## src/tid_pkg.sv

```systemverilog
// package of field layouts, operand codes and reset values for the transfer decoder
`default_nettype none
package tid_pkg;
  // ----------------------------------------
  // instruction word layout
  // ----------------------------------------
  localparam int TID_FMT_BIT = 15;
  localparam int TID_DST_MSB = 14;
  localparam int TID_DST_LSB = 8;
  localparam int TID_SRC_MSB = 7;
  localparam int TID_SRC_LSB = 0;
  // operand split: low 4 bits module, upper bits index
  localparam int TID_MOD_W = 4;
  localparam int TID_ACC_N = 16;
  localparam logic [15:0] TID_PC_RST = 16'h0000;
  localparam logic [15:0] TID_DP_RST = 16'h0000;
  localparam logic [3:0] TID_AIX_RST = 4'h0;
  localparam logic [4:0] TID_FLG_RST = 5'h00;
  // flag bit positions in the processor_flag_register
  localparam int TID_F_C = 0;
  localparam int TID_F_Z = 1;
  localparam int TID_F_S = 2;
  localparam int TID_F_E = 3;
  localparam int TID_F_O = 4;
  // ----------------------------------------
  // operand modules
  // ----------------------------------------
  localparam logic [3:0] TID_M_ACC = 4'h0; // accumulator array, direct
  localparam logic [3:0] TID_M_SYS = 4'h1; // system registers and portals
  localparam logic [3:0] TID_M_ALU = 4'h2; // alu triggers, destination only
  localparam logic [3:0] TID_M_JMP = 4'h3; // conditional jumps, destination only
  // system module indexes
  localparam logic [3:0] TID_S_ACT = 4'h0; // active accumulator
  localparam logic [3:0] TID_S_AIX = 4'h1; // accumulator_index_register
  localparam logic [3:0] TID_S_DP0 = 4'h2; // pointer_zero register
  localparam logic [3:0] TID_S_IND = 4'h3; // indirect_pointer_access
  localparam logic [3:0] TID_S_PINC = 4'h4; // post_increment_access
  localparam logic [3:0] TID_S_PDEC = 4'h5; // post_decrement_access
  localparam logic [3:0] TID_S_FLG = 4'h6; // processor_flag_register
  localparam logic [3:0] TID_S_PC = 4'h7; // program_counter, unconditional jump
  localparam logic [3:0] TID_S_AIND = 4'h8; // accumulator at pointer_zero low bits
  // alu indexes
  localparam logic [3:0] TID_A_ADD = 4'h0;
  localparam logic [3:0] TID_A_SUB = 4'h1;
  localparam logic [3:0] TID_A_ADD_WITH_CARRY = 4'h2;
  localparam logic [3:0] TID_A_SUBTRACT_WITH_BORROW = 4'h3;
  // decoded operand
  typedef struct packed {
    logic [3:0] modsel;
    logic [3:0] idx;
  } tid_opnd_t;
  // data memory request
  typedef struct packed {
    logic rd;
    logic wr;
    logic [15:0] addr;
    logic [7:0] wdata;
  } tid_dmem_t;
endpackage
`default_nettype wire

```

## src/tid_opnd_dec.sv

```systemverilog
// operand field splitter shared by source and destination
`default_nettype none
module tid_opnd_dec (
  input wire logic [7:0] field_in,
  input wire logic en_in,
  output tid_pkg::tid_opnd_t opnd_out,
  output logic [15:0] mod_hot_out
);
  import tid_pkg::*;
  // same fixed split for both fields; mod_hot_out idle when not enabled
  always_comb begin
    opnd_out.modsel = field_in[TID_MOD_W-1:0]; // [RL16]
    opnd_out.idx = field_in[7:TID_MOD_W];
    mod_hot_out = en_in ? (16'h0001 << field_in[TID_MOD_W-1:0]) : 16'h0000; // [RL11]
  end
endmodule
`default_nettype wire

```

## src/tid_core.sv

```systemverilog
// single-cycle transfer instruction fetch, decode and execute unit
//
// Function
// RL1 - 16-bit word: format, dest, source transfer
// RL2 - format zero: source is immediate byte
// RL3 - format one: source decoded module/index
// RL4 - every instruction completes in one cycle
// RL5 - fetch, decode, execute same cycle, no pipeline
// RL6 - portal operands address memory via pointer
// RL7 - pointer portal reads or writes data memory
// RL8 - post inc/dec portals adjust pointer after read
// RL9 - alu destinations operate on active accumulator
// RL10 - per-flag jump destinations load program counter
// RL11 - unselected modules see no switching
// RL12 - only needed circuits receive clock; the core clocks all registers each edge and only outputs mod_clk_en_out
// RL13 - any source pairs with any destination
// RL14 - alu result written to active accumulator
// RL15 - jumps test carry zero sign equal overflow
// RL16 - fixed identical module/index field split
// RL17 - reset clears counter, blocks memory write; srst_in blocks the write, arst_n_in does not
`default_nettype none
module tid_core (
  input wire logic mclk_in,
  input wire logic arst_n_in,
  input wire logic srst_in,
  input wire logic [15:0] instr_in,
  input wire logic [7:0] dmem_rdata_in,
  output logic [15:0] pmem_addr_out,
  output tid_pkg::tid_dmem_t dmem_out,
  output logic [7:0] acc_active_out,
  output logic [4:0] flags_out,
  output logic [15:0] mod_clk_en_out
);
  import tid_pkg::*;

  // ----------------------------------------
  // state
  // ----------------------------------------
  logic [15:0] pc_r, pc_nxt;
  logic [15:0] dp_r, dp_nxt;
  logic [3:0] aix_r, aix_nxt;
  logic [4:0] flg_r, flg_nxt;
  logic [7:0] acc_r [TID_ACC_N];
  logic [7:0] acc_nxt [TID_ACC_N];

  // ----------------------------------------
  // decode
  // ----------------------------------------
  logic fmt;
  logic [7:0] dst_field;
  tid_opnd_t dst, src;
  logic [15:0] dst_hot, src_hot;
  logic [7:0] src_val;

  // split of the instruction word
  assign fmt = instr_in[TID_FMT_BIT]; // [RL1]
  assign dst_field = {1'b0, instr_in[TID_DST_MSB:TID_DST_LSB]};

  tid_opnd_dec u_dst (
    .field_in(dst_field),
    .en_in(1'b1),
    .opnd_out(dst),
    .mod_hot_out(dst_hot)
  );
  tid_opnd_dec u_src (
    .field_in(instr_in[TID_SRC_MSB:TID_SRC_LSB]),
    .en_in(fmt), // [RL11]
    .opnd_out(src),
    .mod_hot_out(src_hot)
  );

  // sum with carry-in, one extra bit for carry out
  function automatic logic [8:0] add9(input logic [7:0] a, input logic [7:0] b,
                                      input logic ci);
    add9 = {1'b0, a} + {1'b0, b} + {8'h00, ci};
  endfunction

  // overflow of an 8-bit signed add
  function automatic logic ovf(input logic [7:0] a, input logic [7:0] b,
                               input logic [7:0] r);
    ovf = (a[7] == b[7]) && (r[7] != a[7]);
  endfunction

  // source read: immediate or any module/index, no pairing limits
  always_comb begin
    src_val = 8'h00;
    if (!fmt) begin
      src_val = instr_in[TID_SRC_MSB:TID_SRC_LSB]; // [RL2]
    end else begin
      unique case (src.modsel) // [RL3] [RL13]
        TID_M_ACC: src_val = acc_r[src.idx];
        TID_M_SYS: begin
          unique case (src.idx)
            TID_S_ACT: src_val = acc_r[aix_r];
            TID_S_AIX: src_val = {4'h0, aix_r};
            TID_S_DP0: src_val = dp_r[7:0];
            TID_S_IND, TID_S_PINC, TID_S_PDEC: src_val = dmem_rdata_in; // [RL7]
            TID_S_FLG: src_val = {3'h0, flg_r};
            TID_S_PC: src_val = pc_r[7:0];
            TID_S_AIND: src_val = acc_r[dp_r[3:0]]; // [RL6]
            default: src_val = 8'h00;
          endcase
        end
        default: src_val = 8'h00;
      endcase
    end
  end

  // memory requests addressed by pointer_zero
  logic src_mem, dst_mem;
  assign src_mem = fmt && (src.modsel == TID_M_SYS) &&
                   (src.idx == TID_S_IND || src.idx == TID_S_PINC || src.idx == TID_S_PDEC);
  assign dst_mem = (dst.modsel == TID_M_SYS) && (dst.idx == TID_S_IND);
  always_comb begin
    dmem_out.rd = src_mem && !srst_in; // [RL6] [RL7]
    dmem_out.wr = dst_mem && !srst_in; // [RL7] [RL17]
    dmem_out.addr = dp_r; // [RL6]
    dmem_out.wdata = dst_mem ? src_val : 8'h00; // [RL11]
  end

  // ----------------------------------------
  // execute: next state in one cycle
  // ----------------------------------------
  logic [8:0] sum;
  logic take;
  always_comb begin
    pc_nxt = pc_r + 16'h0001; // [RL5]
    dp_nxt = dp_r;
    aix_nxt = aix_r;
    flg_nxt = flg_r;
    for (int i = 0; i < TID_ACC_N; i++) begin
      acc_nxt[i] = acc_r[i];
    end
    sum = 9'h000;
    take = 1'b0;
    // post adjust of the pointer after the read
    if (src_mem && src.idx == TID_S_PINC) begin
      dp_nxt = dp_r + 16'h0001; // [RL8]
    end else if (src_mem && src.idx == TID_S_PDEC) begin
      dp_nxt = dp_r - 16'h0001; // [RL8]
    end
    unique case (dst.modsel)
      TID_M_ACC: acc_nxt[dst.idx] = src_val;
      TID_M_SYS: begin
        unique case (dst.idx)
          TID_S_ACT: acc_nxt[aix_r] = src_val;
          TID_S_AIX: aix_nxt = src_val[3:0];
          TID_S_DP0: dp_nxt = {dp_r[15:8], src_val};
          TID_S_FLG: flg_nxt = src_val[4:0];
          TID_S_PC: pc_nxt = {8'h00, src_val};
          TID_S_AIND: acc_nxt[dp_r[3:0]] = src_val; // [RL6]
          default: ;
        endcase
      end
      TID_M_ALU: begin
        // alu result into the active accumulator
        unique case (dst.idx) // [RL9]
          TID_A_ADD: sum = add9(acc_r[aix_r], src_val, 1'b0);
          TID_A_ADD_WITH_CARRY: sum = add9(acc_r[aix_r], src_val, flg_r[TID_F_C]);
          TID_A_SUB: sum = add9(acc_r[aix_r], ~src_val, 1'b1);
          TID_A_SUBTRACT_WITH_BORROW: sum = add9(acc_r[aix_r], ~src_val, ~flg_r[TID_F_C]);
          default: sum = {1'b0, acc_r[aix_r]};
        endcase
        if (dst.idx <= TID_A_SUBTRACT_WITH_BORROW) begin
          acc_nxt[aix_r] = sum[7:0]; // [RL14]
          flg_nxt[TID_F_C] = (dst.idx == TID_A_SUB || dst.idx == TID_A_SUBTRACT_WITH_BORROW) ?
                             ~sum[8] : sum[8];
          flg_nxt[TID_F_Z] = (sum[7:0] == 8'h00);
          flg_nxt[TID_F_S] = sum[7];
          flg_nxt[TID_F_E] = (acc_r[aix_r] == src_val);
          flg_nxt[TID_F_O] = (dst.idx == TID_A_SUB || dst.idx == TID_A_SUBTRACT_WITH_BORROW) ?
                             ovf(acc_r[aix_r], ~src_val, sum[7:0]) :
                             ovf(acc_r[aix_r], src_val, sum[7:0]);
        end
      end
      TID_M_JMP: begin
        // index 0..4 selects flag set; dst index bit 3 is tied low, so the 8..12 flag clear codes never occur
        if (dst.idx[2:0] <= 3'h4) begin
          take = flg_r[dst.idx[2:0]] ^ dst.idx[3]; // [RL15]
        end
        if (take) begin
          pc_nxt = {8'h00, src_val}; // [RL10]
        end
      end
      default: ;
    endcase
    if (srst_in) begin
      pc_nxt = TID_PC_RST; // [RL17]
    end
  end

  // register everything each edge, every instruction one cycle
  always_ff @(posedge mclk_in or negedge arst_n_in) begin
    if (!arst_n_in) begin
      pc_r <= TID_PC_RST;
      dp_r <= TID_DP_RST;
      aix_r <= TID_AIX_RST;
      flg_r <= TID_FLG_RST;
      for (int i = 0; i < TID_ACC_N; i++) begin
        acc_r[i] <= 8'h00;
      end
    end else begin
      pc_r <= pc_nxt; // [RL4]
      dp_r <= dp_nxt;
      aix_r <= aix_nxt;
      flg_r <= flg_nxt;
      for (int i = 0; i < TID_ACC_N; i++) begin
        acc_r[i] <= acc_nxt[i];
      end
    end
  end

  // ----------------------------------------
  // outputs
  // ----------------------------------------
  assign pmem_addr_out = pc_r; // [RL5]
  assign acc_active_out = acc_r[aix_r];
  assign flags_out = flg_r;
  // per-module clock enables for an external gating cell
  assign mod_clk_en_out = dst_hot | src_hot; // [RL12]
endmodule
`default_nettype wire

```

## config.mk

```make
export PLATFORM = sky130hd
export DESIGN_NAME = tid_core
export DESIGN_NICKNAME = d
export VERILOG_FILES = /design/src/tid_pkg.sv /design/src/tid_opnd_dec.sv /design/src/tid_core.sv
export SDC_FILE = /design/constraint.sdc
export NUM_CORES = 1
export LEC_CHECK = 0
export BUFFER_PORTS_ARGS = -buffer_cell sky130_fd_sc_hd__buf_2
export CAP_MARGIN = 30
export CORE_MARGIN = 2
export CORE_UTILIZATION = 35
export CTS_CLUSTER_SIZE = 40
export DETAILED_ROUTE_END_ITERATION = 10
export GPL_TIMING_DRIVEN = 0
export SETUP_SLACK_MARGIN = 0.4
export SLEW_MARGIN = 20
export SYNTH_ARGS = -nofsm -noshare
export SYNTH_HDL_FRONTEND = slang
export SYNTH_SLANG_ARGS = --single-unit
```

## constraint.sdc

```tcl
create_clock -name mclk_in -period 6.59 [get_ports mclk_in]
set_input_delay 0.3295 -clock mclk_in [delete_from_list [all_inputs] [get_ports mclk_in]]
set_output_delay 0.3295 -clock mclk_in [all_outputs]
set_load 0.05 [all_outputs]
```

==> results.cfg, run 1 <==
[die]
die_width_um = 204
core_mm2 = 0.0396
die_h_um = 204
die-area_mm2 = 0.0417
io-pin-count = 98
rows = 73
start_util_pct = 35.4

[critical_path]
critPathLaunchType = flop
end_kind = flop
r2r_start = dp_r[1]
crit_start = dp_r[1]
arrival_ps = 6430
ff2ff_setup_slack_ps = 520
required_ps = 6950
cp_max_fo = 10
worstSetupPathType = flop to flop
worstRegToRegCells = 19

[job]
maxCapViolations = 0

[power_and_ir_drop]
p_leak_nw = 6.50
powerDensity_mw_per_mm2 = 243
ir_drop_v = 0.000188

[drt]
drtAntennaViolNets = 0
vias = 14400
wire_per_inst_um = 29.1
dr.first_iter.drc_count = 2165
vias_per_cell = 6.61
wirelength_mm = 63.3
drc = 0
drt-pass1-iter-count = 9

[clock_tree]
cts_tree = done
clock_sinks = 169
cts_buffer_depth = 2
htree_levels = 4
cts_buffers = 17
ctsRootBufferMaster = clkbuf_16
clk_pin_slew_worst_paths_ps = 80
clk_latency_ps = 460

[sta]
slew_viol_final = 0
finalSetupViolCount = 0
hold_viol = 0
worst_slack_ps = 518
min_period_over_period_pct = 92.1
whs_ps = 431
skew_ps = 19.5
worstMarginPinSlew_ps = 1010
post-route-min-period_ps = 6070
slew_headroom_pct = 32.3
rsz0062_at_grt = true
fmax_mhz = 165

[yosys]
syn_area_mm2 = 0.0140
async_flop_share_pct = 100
synth_edf_count = 0
syn-instance-count = 1510
synth_top_area_cell = dfrtp_1
synth.distinct_cells = 84
synth.yosys.seq_area_share_pct = 30.2
yosysWarnings = 0
synth_fp_nets = 1562
netlist.area_leader.share_pct = 30.2
synth_area_leaders = dfrtp_1 30%, mux4_2 17%, nand2_1 4.6%
synth-main-ff-cell = dfrtp_1
avgSynthCellArea_um2 = 9.28
synth_seq_cells = 169

[grt]
grt_util_all_layers_pct = 30.2
grt_pass1_wl_mm = 92.1
grt_overflow = 0
grt_pass1_vias = 13400
antenna_found_initial = 0
grt_max_degree = 89

[hold_path]
worstHoldPathType = primary input to flop
holdCritStartpoint = srst_in

[finish]
fin_util_pct = 40.7
area_growth_pct = 15.2
drive_above_1_share_pct = 21.2
diodes = 0
final_nets = 1693

[place]
hpwl_mm = 48.5
place.gp.congestion = 1.01
dp_slack_ps = -1190
io_buffers = 94

[status]
status = finished, final reports clean
[worst max-delay path: stages, from the launching register on]
cell and delay [ps]:
dfrtp_2 430, buf_8 200, buf_6 210, buf_4 250, buf_4 300, mux4_2 360, mux4_2 510, o211ai_1 190
o211a_1 360, inv_1 180, ha_1 320, buf_2 190, or4_1 570, and2_1 250, nor4_4 360, xor2_1 120
a221o_1 440, or2_2 290, clkbuf_2 200, o221ai_1 230
[power by group]
part | switching [mW] | internal [mW] | total [mW]
registers | 0.153 | 1.13 | 1.29
clock network | 0.503 | 0.606 | 1.11
logic | 0.953 | 0.576 | 1.53
[routing by layer]
metal  wire length [um]  GRT usage [%]  part of all wire [%]
met1              24800           40.6                    39
met2              27800           45.4                    44
met3               7240           7.78                    11
met4               3430           14.6                   5.4
met5                  0              0                     0
[through the flow]
| stage | total power, mW | setup TNS [ps] | cells | cell area, um^2 |
|---|---|---|---|---|
| after floorplan | 2.25 | 0 | 1510 | 14000 |
| after global placement | 2.70 | -80270 | 2129 | 15100 |
| after detailed placement | 2.72 | -57150 | 2137 | 15200 |
| after CTS | 3.85 | 0 | 2176 | 16000 |
| after global routing | 4.08 | 0 | 2179 | 16100 |
| final | 3.93 | 0 | 2179 | 16100 |
[area by class of cell]
type	count	area, um^2
Tap cell	525	657
Inverter	34	128
Timing Repair Buffer	112	666
Clock inverter	14	188
Sequential cell	169	4230
Multi-Input combinational cell	1195	9260
Buffer	112	587
Fill cell	3981	23500
Clock buffer	18	429
[worst min-delay path by stage]
stage                            endpoint  slack (ps)  depth (start not counted)
4_1_cts                  pmem_addr_out[2]         430                          3
3_3_place_gp                     dp_r[15]         460                          1
2_1_floorplan  asynchronous set/reset pin          30                          0
5_1_grt                  pmem_addr_out[2]         450                          3
6_report                 pmem_addr_out[2]         430                          3
3_5_place_dp   asynchronous set/reset pin         380                          1
[kinds of logic (layout without fill, tap and decap cells)]
logic type | Yosys count | after routing | synth area share (%)
and+or+nand+nor | 491 | 491 | 16.0
AOI/OAI and AO/OA | 488 | 488 | 24.1
DFF | 169 | 169 | 30.2
buffers and inverters | 146 | 290 | 4.41
muxes | 144 | 144 | 20.0
xor gates and xnor gates | 47 | 47 | 3.03
adders and majority gates | 25 | 25 | 2.34
[what timing repair did]
item                                    in CTS  in global routing
cloned                                       0                  0
hold endpoints to repair                    81                  0
endpoints found under the setup margin     116                 72
gates resized for setup                     29                 32
hold buffers                                 1                  0
pin swaps                                    5                  1
buffers inserted                             6                  3
[cells in the final DEF, fill, tap and decap left out, types with 8 or more instances in the layout]
| cell | netlist | final |
|---|---|---|
| xor2_1 | 24 | 24 |
| a211oi_1 | 15 | 14 |
| and2_1 | 9 | 9 |
| nor3_1 | 30 | 29 |
| nand2_1 | 170 | 170 |
| a22oi_1 | 16 | 16 |
| o32ai_1 | 14 | 14 |
| xnor2_1 | 22 | 22 |
| mux2i_1 | 31 | 29 |
| nand3_1 | 45 | 45 |
| or2_2 | 10 | 10 |
| o31ai_1 | 10 | 9 |
| clkbuf_16 | 0 | 17 |
| a221oi_1 | 10 | 9 |
| o21a_1 | 16 | 16 |
| nand4_1 | 10 | 10 |
| clkbuf_1 | 56 | 49 |
| dfrtp_1 | 169 | 167 |
| buf_2 | 37 | 122 |
| nor2b_1 | 15 | 15 |
| clkbuf_2 | 1 | 9 |
| inv_1 | 30 | 30 |
| o21ai_0 | 89 | 86 |
| a21oi_1 | 110 | 108 |
| buf_4 | 2 | 14 |
| o221ai_1 | 43 | 43 |
| o22a_1 | 8 | 8 |
| o211ai_1 | 11 | 11 |
| o21ai_1 | 18 | 21 |
| o22ai_1 | 23 | 23 |
| o32a_1 | 16 | 16 |
| nand2b_1 | 22 | 22 |
| mux4_2 | 108 | 108 |
| ha_1 | 23 | 22 |
| a31oi_1 | 12 | 12 |
| nor2_1 | 144 | 144 |
| buf_1 | 14 | 10 |
[synthesized netlist by cell type (15+ instances only)]
cell type / count
nand2_1: 170
dfrtp_1: 169
nor2_1: 144
a21oi_1: 110
mux4_2: 108
o21ai_0: 89
clkbuf_1: 56
nand3_1: 45
o221ai_1: 43
buf_2: 37
mux2i_1: 31
inv_1: 30
nor3_1: 30
xor2_1: 24
ha_1: 23
o22ai_1: 23
nand2b_1: 22
xnor2_1: 22
o21ai_1: 18
a22oi_1: 16
o21a_1: 16
o32a_1: 16
a211oi_1: 15
nor2b_1: 15
No activity file was read; power rests on OpenSTA's default activity.
==> run 2: changes to the inputs <==
--- a/config.mk
+++ b/config.mk
@@ -5,6 +5,7 @@
 export SDC_FILE = /design/constraint.sdc
 export NUM_CORES = 1
 export LEC_CHECK = 0
+export ABC_AREA = 1
 export BUFFER_PORTS_ARGS = -buffer_cell sky130_fd_sc_hd__buf_2
 export CAP_MARGIN = 30
 export CORE_MARGIN = 2
==> results.cfg, run 2 <==
[power_and_ir_drop]
powerDensity_mw_per_mm2 = 283
p_leak_nw = 9.01
ir_drop_v = 0.000268

[sta]
worstMarginPinSlew_ps = 1070
slew_headroom_pct = 27.9
slew_viol_final = 0
finalSetupViolCount = 0
rsz0062_at_grt = false
fmax_mhz = 169
hold_viol = 0
post-route-min-period_ps = 5910
setup_tns_ps = 0
min_period_over_period_pct = 89.6
skew_ps = 18.0

[die]
rows = 79
die_h_um = 221
die-area_mm2 = 0.0487
core_mm2 = 0.0465
start_util_pct = 35.3
die_width_um = 221
io-pin-count = 98

[yosys]
yosysWarnings = 0
synthTopCellsByCount = 778 x nand2_1, 354 x inv_1, 276 x o21ai_0
synth_top_area_cell = dfrtp_1
syn-instance-count = 2775
synth_fp_nets = 2827
synth.yosys.seq_area_share_pct = 25.8
synth_edf_count = 0
yosysMostFrequentCell = nand2_1
async_flop_share_pct = 100
synth_area_leaders = dfrtp_1 26%, nand2_1 18%, o21ai_0 8.4%
synth-main-ff-cell = dfrtp_1
synth_seq_cells = 169
netlist.area_leader.share_pct = 25.8
syn_area_mm2 = 0.0164
synth.distinct_cells = 49
avgSynthCellArea_um2 = 5.92

[finish]
final_nets = 2950
instances_no_fill = 3518
final_cell_mix = 777 x nand2_1, 354 x inv_1, 276 x o21ai_0
fin_area_mm2 = 0.0184
area_growth_pct = 12.0
diodes = 0
fillers = 5079
final_common_cell = nand2_1
drive_above_1_share_pct = 9.24

[drt]
dr.first_iter.drc_count = 2989
vias_per_cell = 5.96
vias = 21000
drt-pass1-iter-count = 8
drtAntennaViolNets = 0
drc = 0
wirelength_mm = 89.7
wire_per_inst_um = 25.5

[grt]
antenna_found_initial = 0
grt_overflow = 0
grt_util_all_layers_pct = 36.7
grt_pass1_vias = 19000
grt_max_degree = 86
grt_pass1_wl_mm = 128

[place]
place.gp.congestion = 1.04
placed_area_mm2 = 0.0177
dp_cells = 3482
io_buffers = 95
hpwl_mm = 69.4

[clock_tree]
ctsRootBufferMaster = clkbuf_16
cts_tree = done
cts_buffer_depth = 2
clock_sinks = 169
clk_pin_slew_worst_paths_ps = 80
clk_latency_ps = 520
htree_levels = 4
cts_buffers = 17

[status]
status = finished, final reports clean

[critical_path]
worstSetupPathType = flop to flop
end_kind = flop
ff2ff_setup_slack_ps = 680
cp_max_fo = 10
arrival_ps = 6340
required_ps = 7020
critPathLaunchType = flop

[hold_path]
worstHoldPathType = primary input to asynchronous set/reset pin

[job]
maxCapViolations = 0
[run 2: power by group]
| group | switching, mW | leakage, nW | internal (mW) | total, mW |
|---|---|---|---|---|
| sequential | 0.183 | 2.10 | 1.20 | 1.39 |
| clock | 0.552 | 0.278 | 0.542 | 1.09 |
| combinational | 2.03 | 6.63 | 0.688 | 2.72 |
[run 2: metal layers]
| metal | up-vias | global-route usage [%] | wire length (um) |
|---|---|---|---|
| li1 | 9344 | - | - |
| met1 | 9951 | 47.7 | 36000 |
| met2 | 1414 | 56.5 | 38800 |
| met3 | 246 | 8.08 | 9890 |
| met4 | 0 | 20.2 | 5020 |
| met5 | - | 0 | 0 |
[run 2: cell families after synthesis]
group           Yosys count  share of synthesized area, %
buf+inv                 506                          13.0
compound gates          667                          22.9
fa+ha+maj                25                          2.00
flops                   169                          25.8
simple gates           1381                          35.0
xor+xnor                 27                          1.44
[run 2: worst max-delay path, stage by stage (launching register included)]
cell,delay [ps]
dfrtp_1,480
inv_1,260
buf_2,320
buf_2,340
o21ai_0,170
a211oi_2,420
nand3_1,160
nand2_1,100
nand2_1,100
nand2_4,280
inv_2,120
buf_6,190
ha_1,250
fa_1,490
inv_1,80
nand2_1,70
nand2_1,120
nor2_1,50
nand3_1,90
nand3_1,90
nand3b_1,170
nand2_1,210
inv_2,280
clkbuf_1,550
o21ai_0,200
a21oi_1,200
[run 2: layout make-up]
cell class / instances / area (um^2) / share of cell area, %
Tap cell: 607 / 759 / 4.13
Inverter: 374 / 1410 / 7.66
Clock inverter: 12 / 136 / 0.742
Multi-Input combinational cell: 2100 / 10100 / 54.8
Timing Repair Buffer: 104 / 603 / 3.28
Sequential cell: 169 / 4230 / 23.0
Clock buffer: 20 / 447 / 2.43
Buffer: 132 / 721 / 3.92
[run 2: worst paths after layout]
check,startpoint,to,depth (start not counted)
hold reg to reg,dp_r[15],dp_r[15],1
max in group asynchronous,arst_n_in,asynchronous set/reset pin,4
hold / removal,arst_n_in,dp_r[15],2
setup reg to reg,dp_r[0],flop,25
setup / recovery,dp_r[0],flop,25
min in group mclk_in,instr_in[12],aix_r[2],5
[run 2: stage by stage]
stage | total power [mW] | setup slack, ps | hold slack (ps) | utilization (%)
2_1_floorplan | 3.03 | 2150 | 33.9 | -
3_3_place_gp | 3.99 | 542 | 465 | 38.0
3_5_place_dp | 4.02 | 522 | 120 | 38.2
4_1_cts | 5.12 | 499 | 161 | 39.5
5_1_grt | 5.46 | 438 | 202 | 39.6
6_report | 5.20 | 683 | 190 | 39.6
[run 2: repair_timing]
item	in CTS	in global routing
hold buffers	1	0
setup endpoints to repair	0	59
hold endpoints to repair	84	0
gates resized for setup	0	4
buffers inserted	0	2
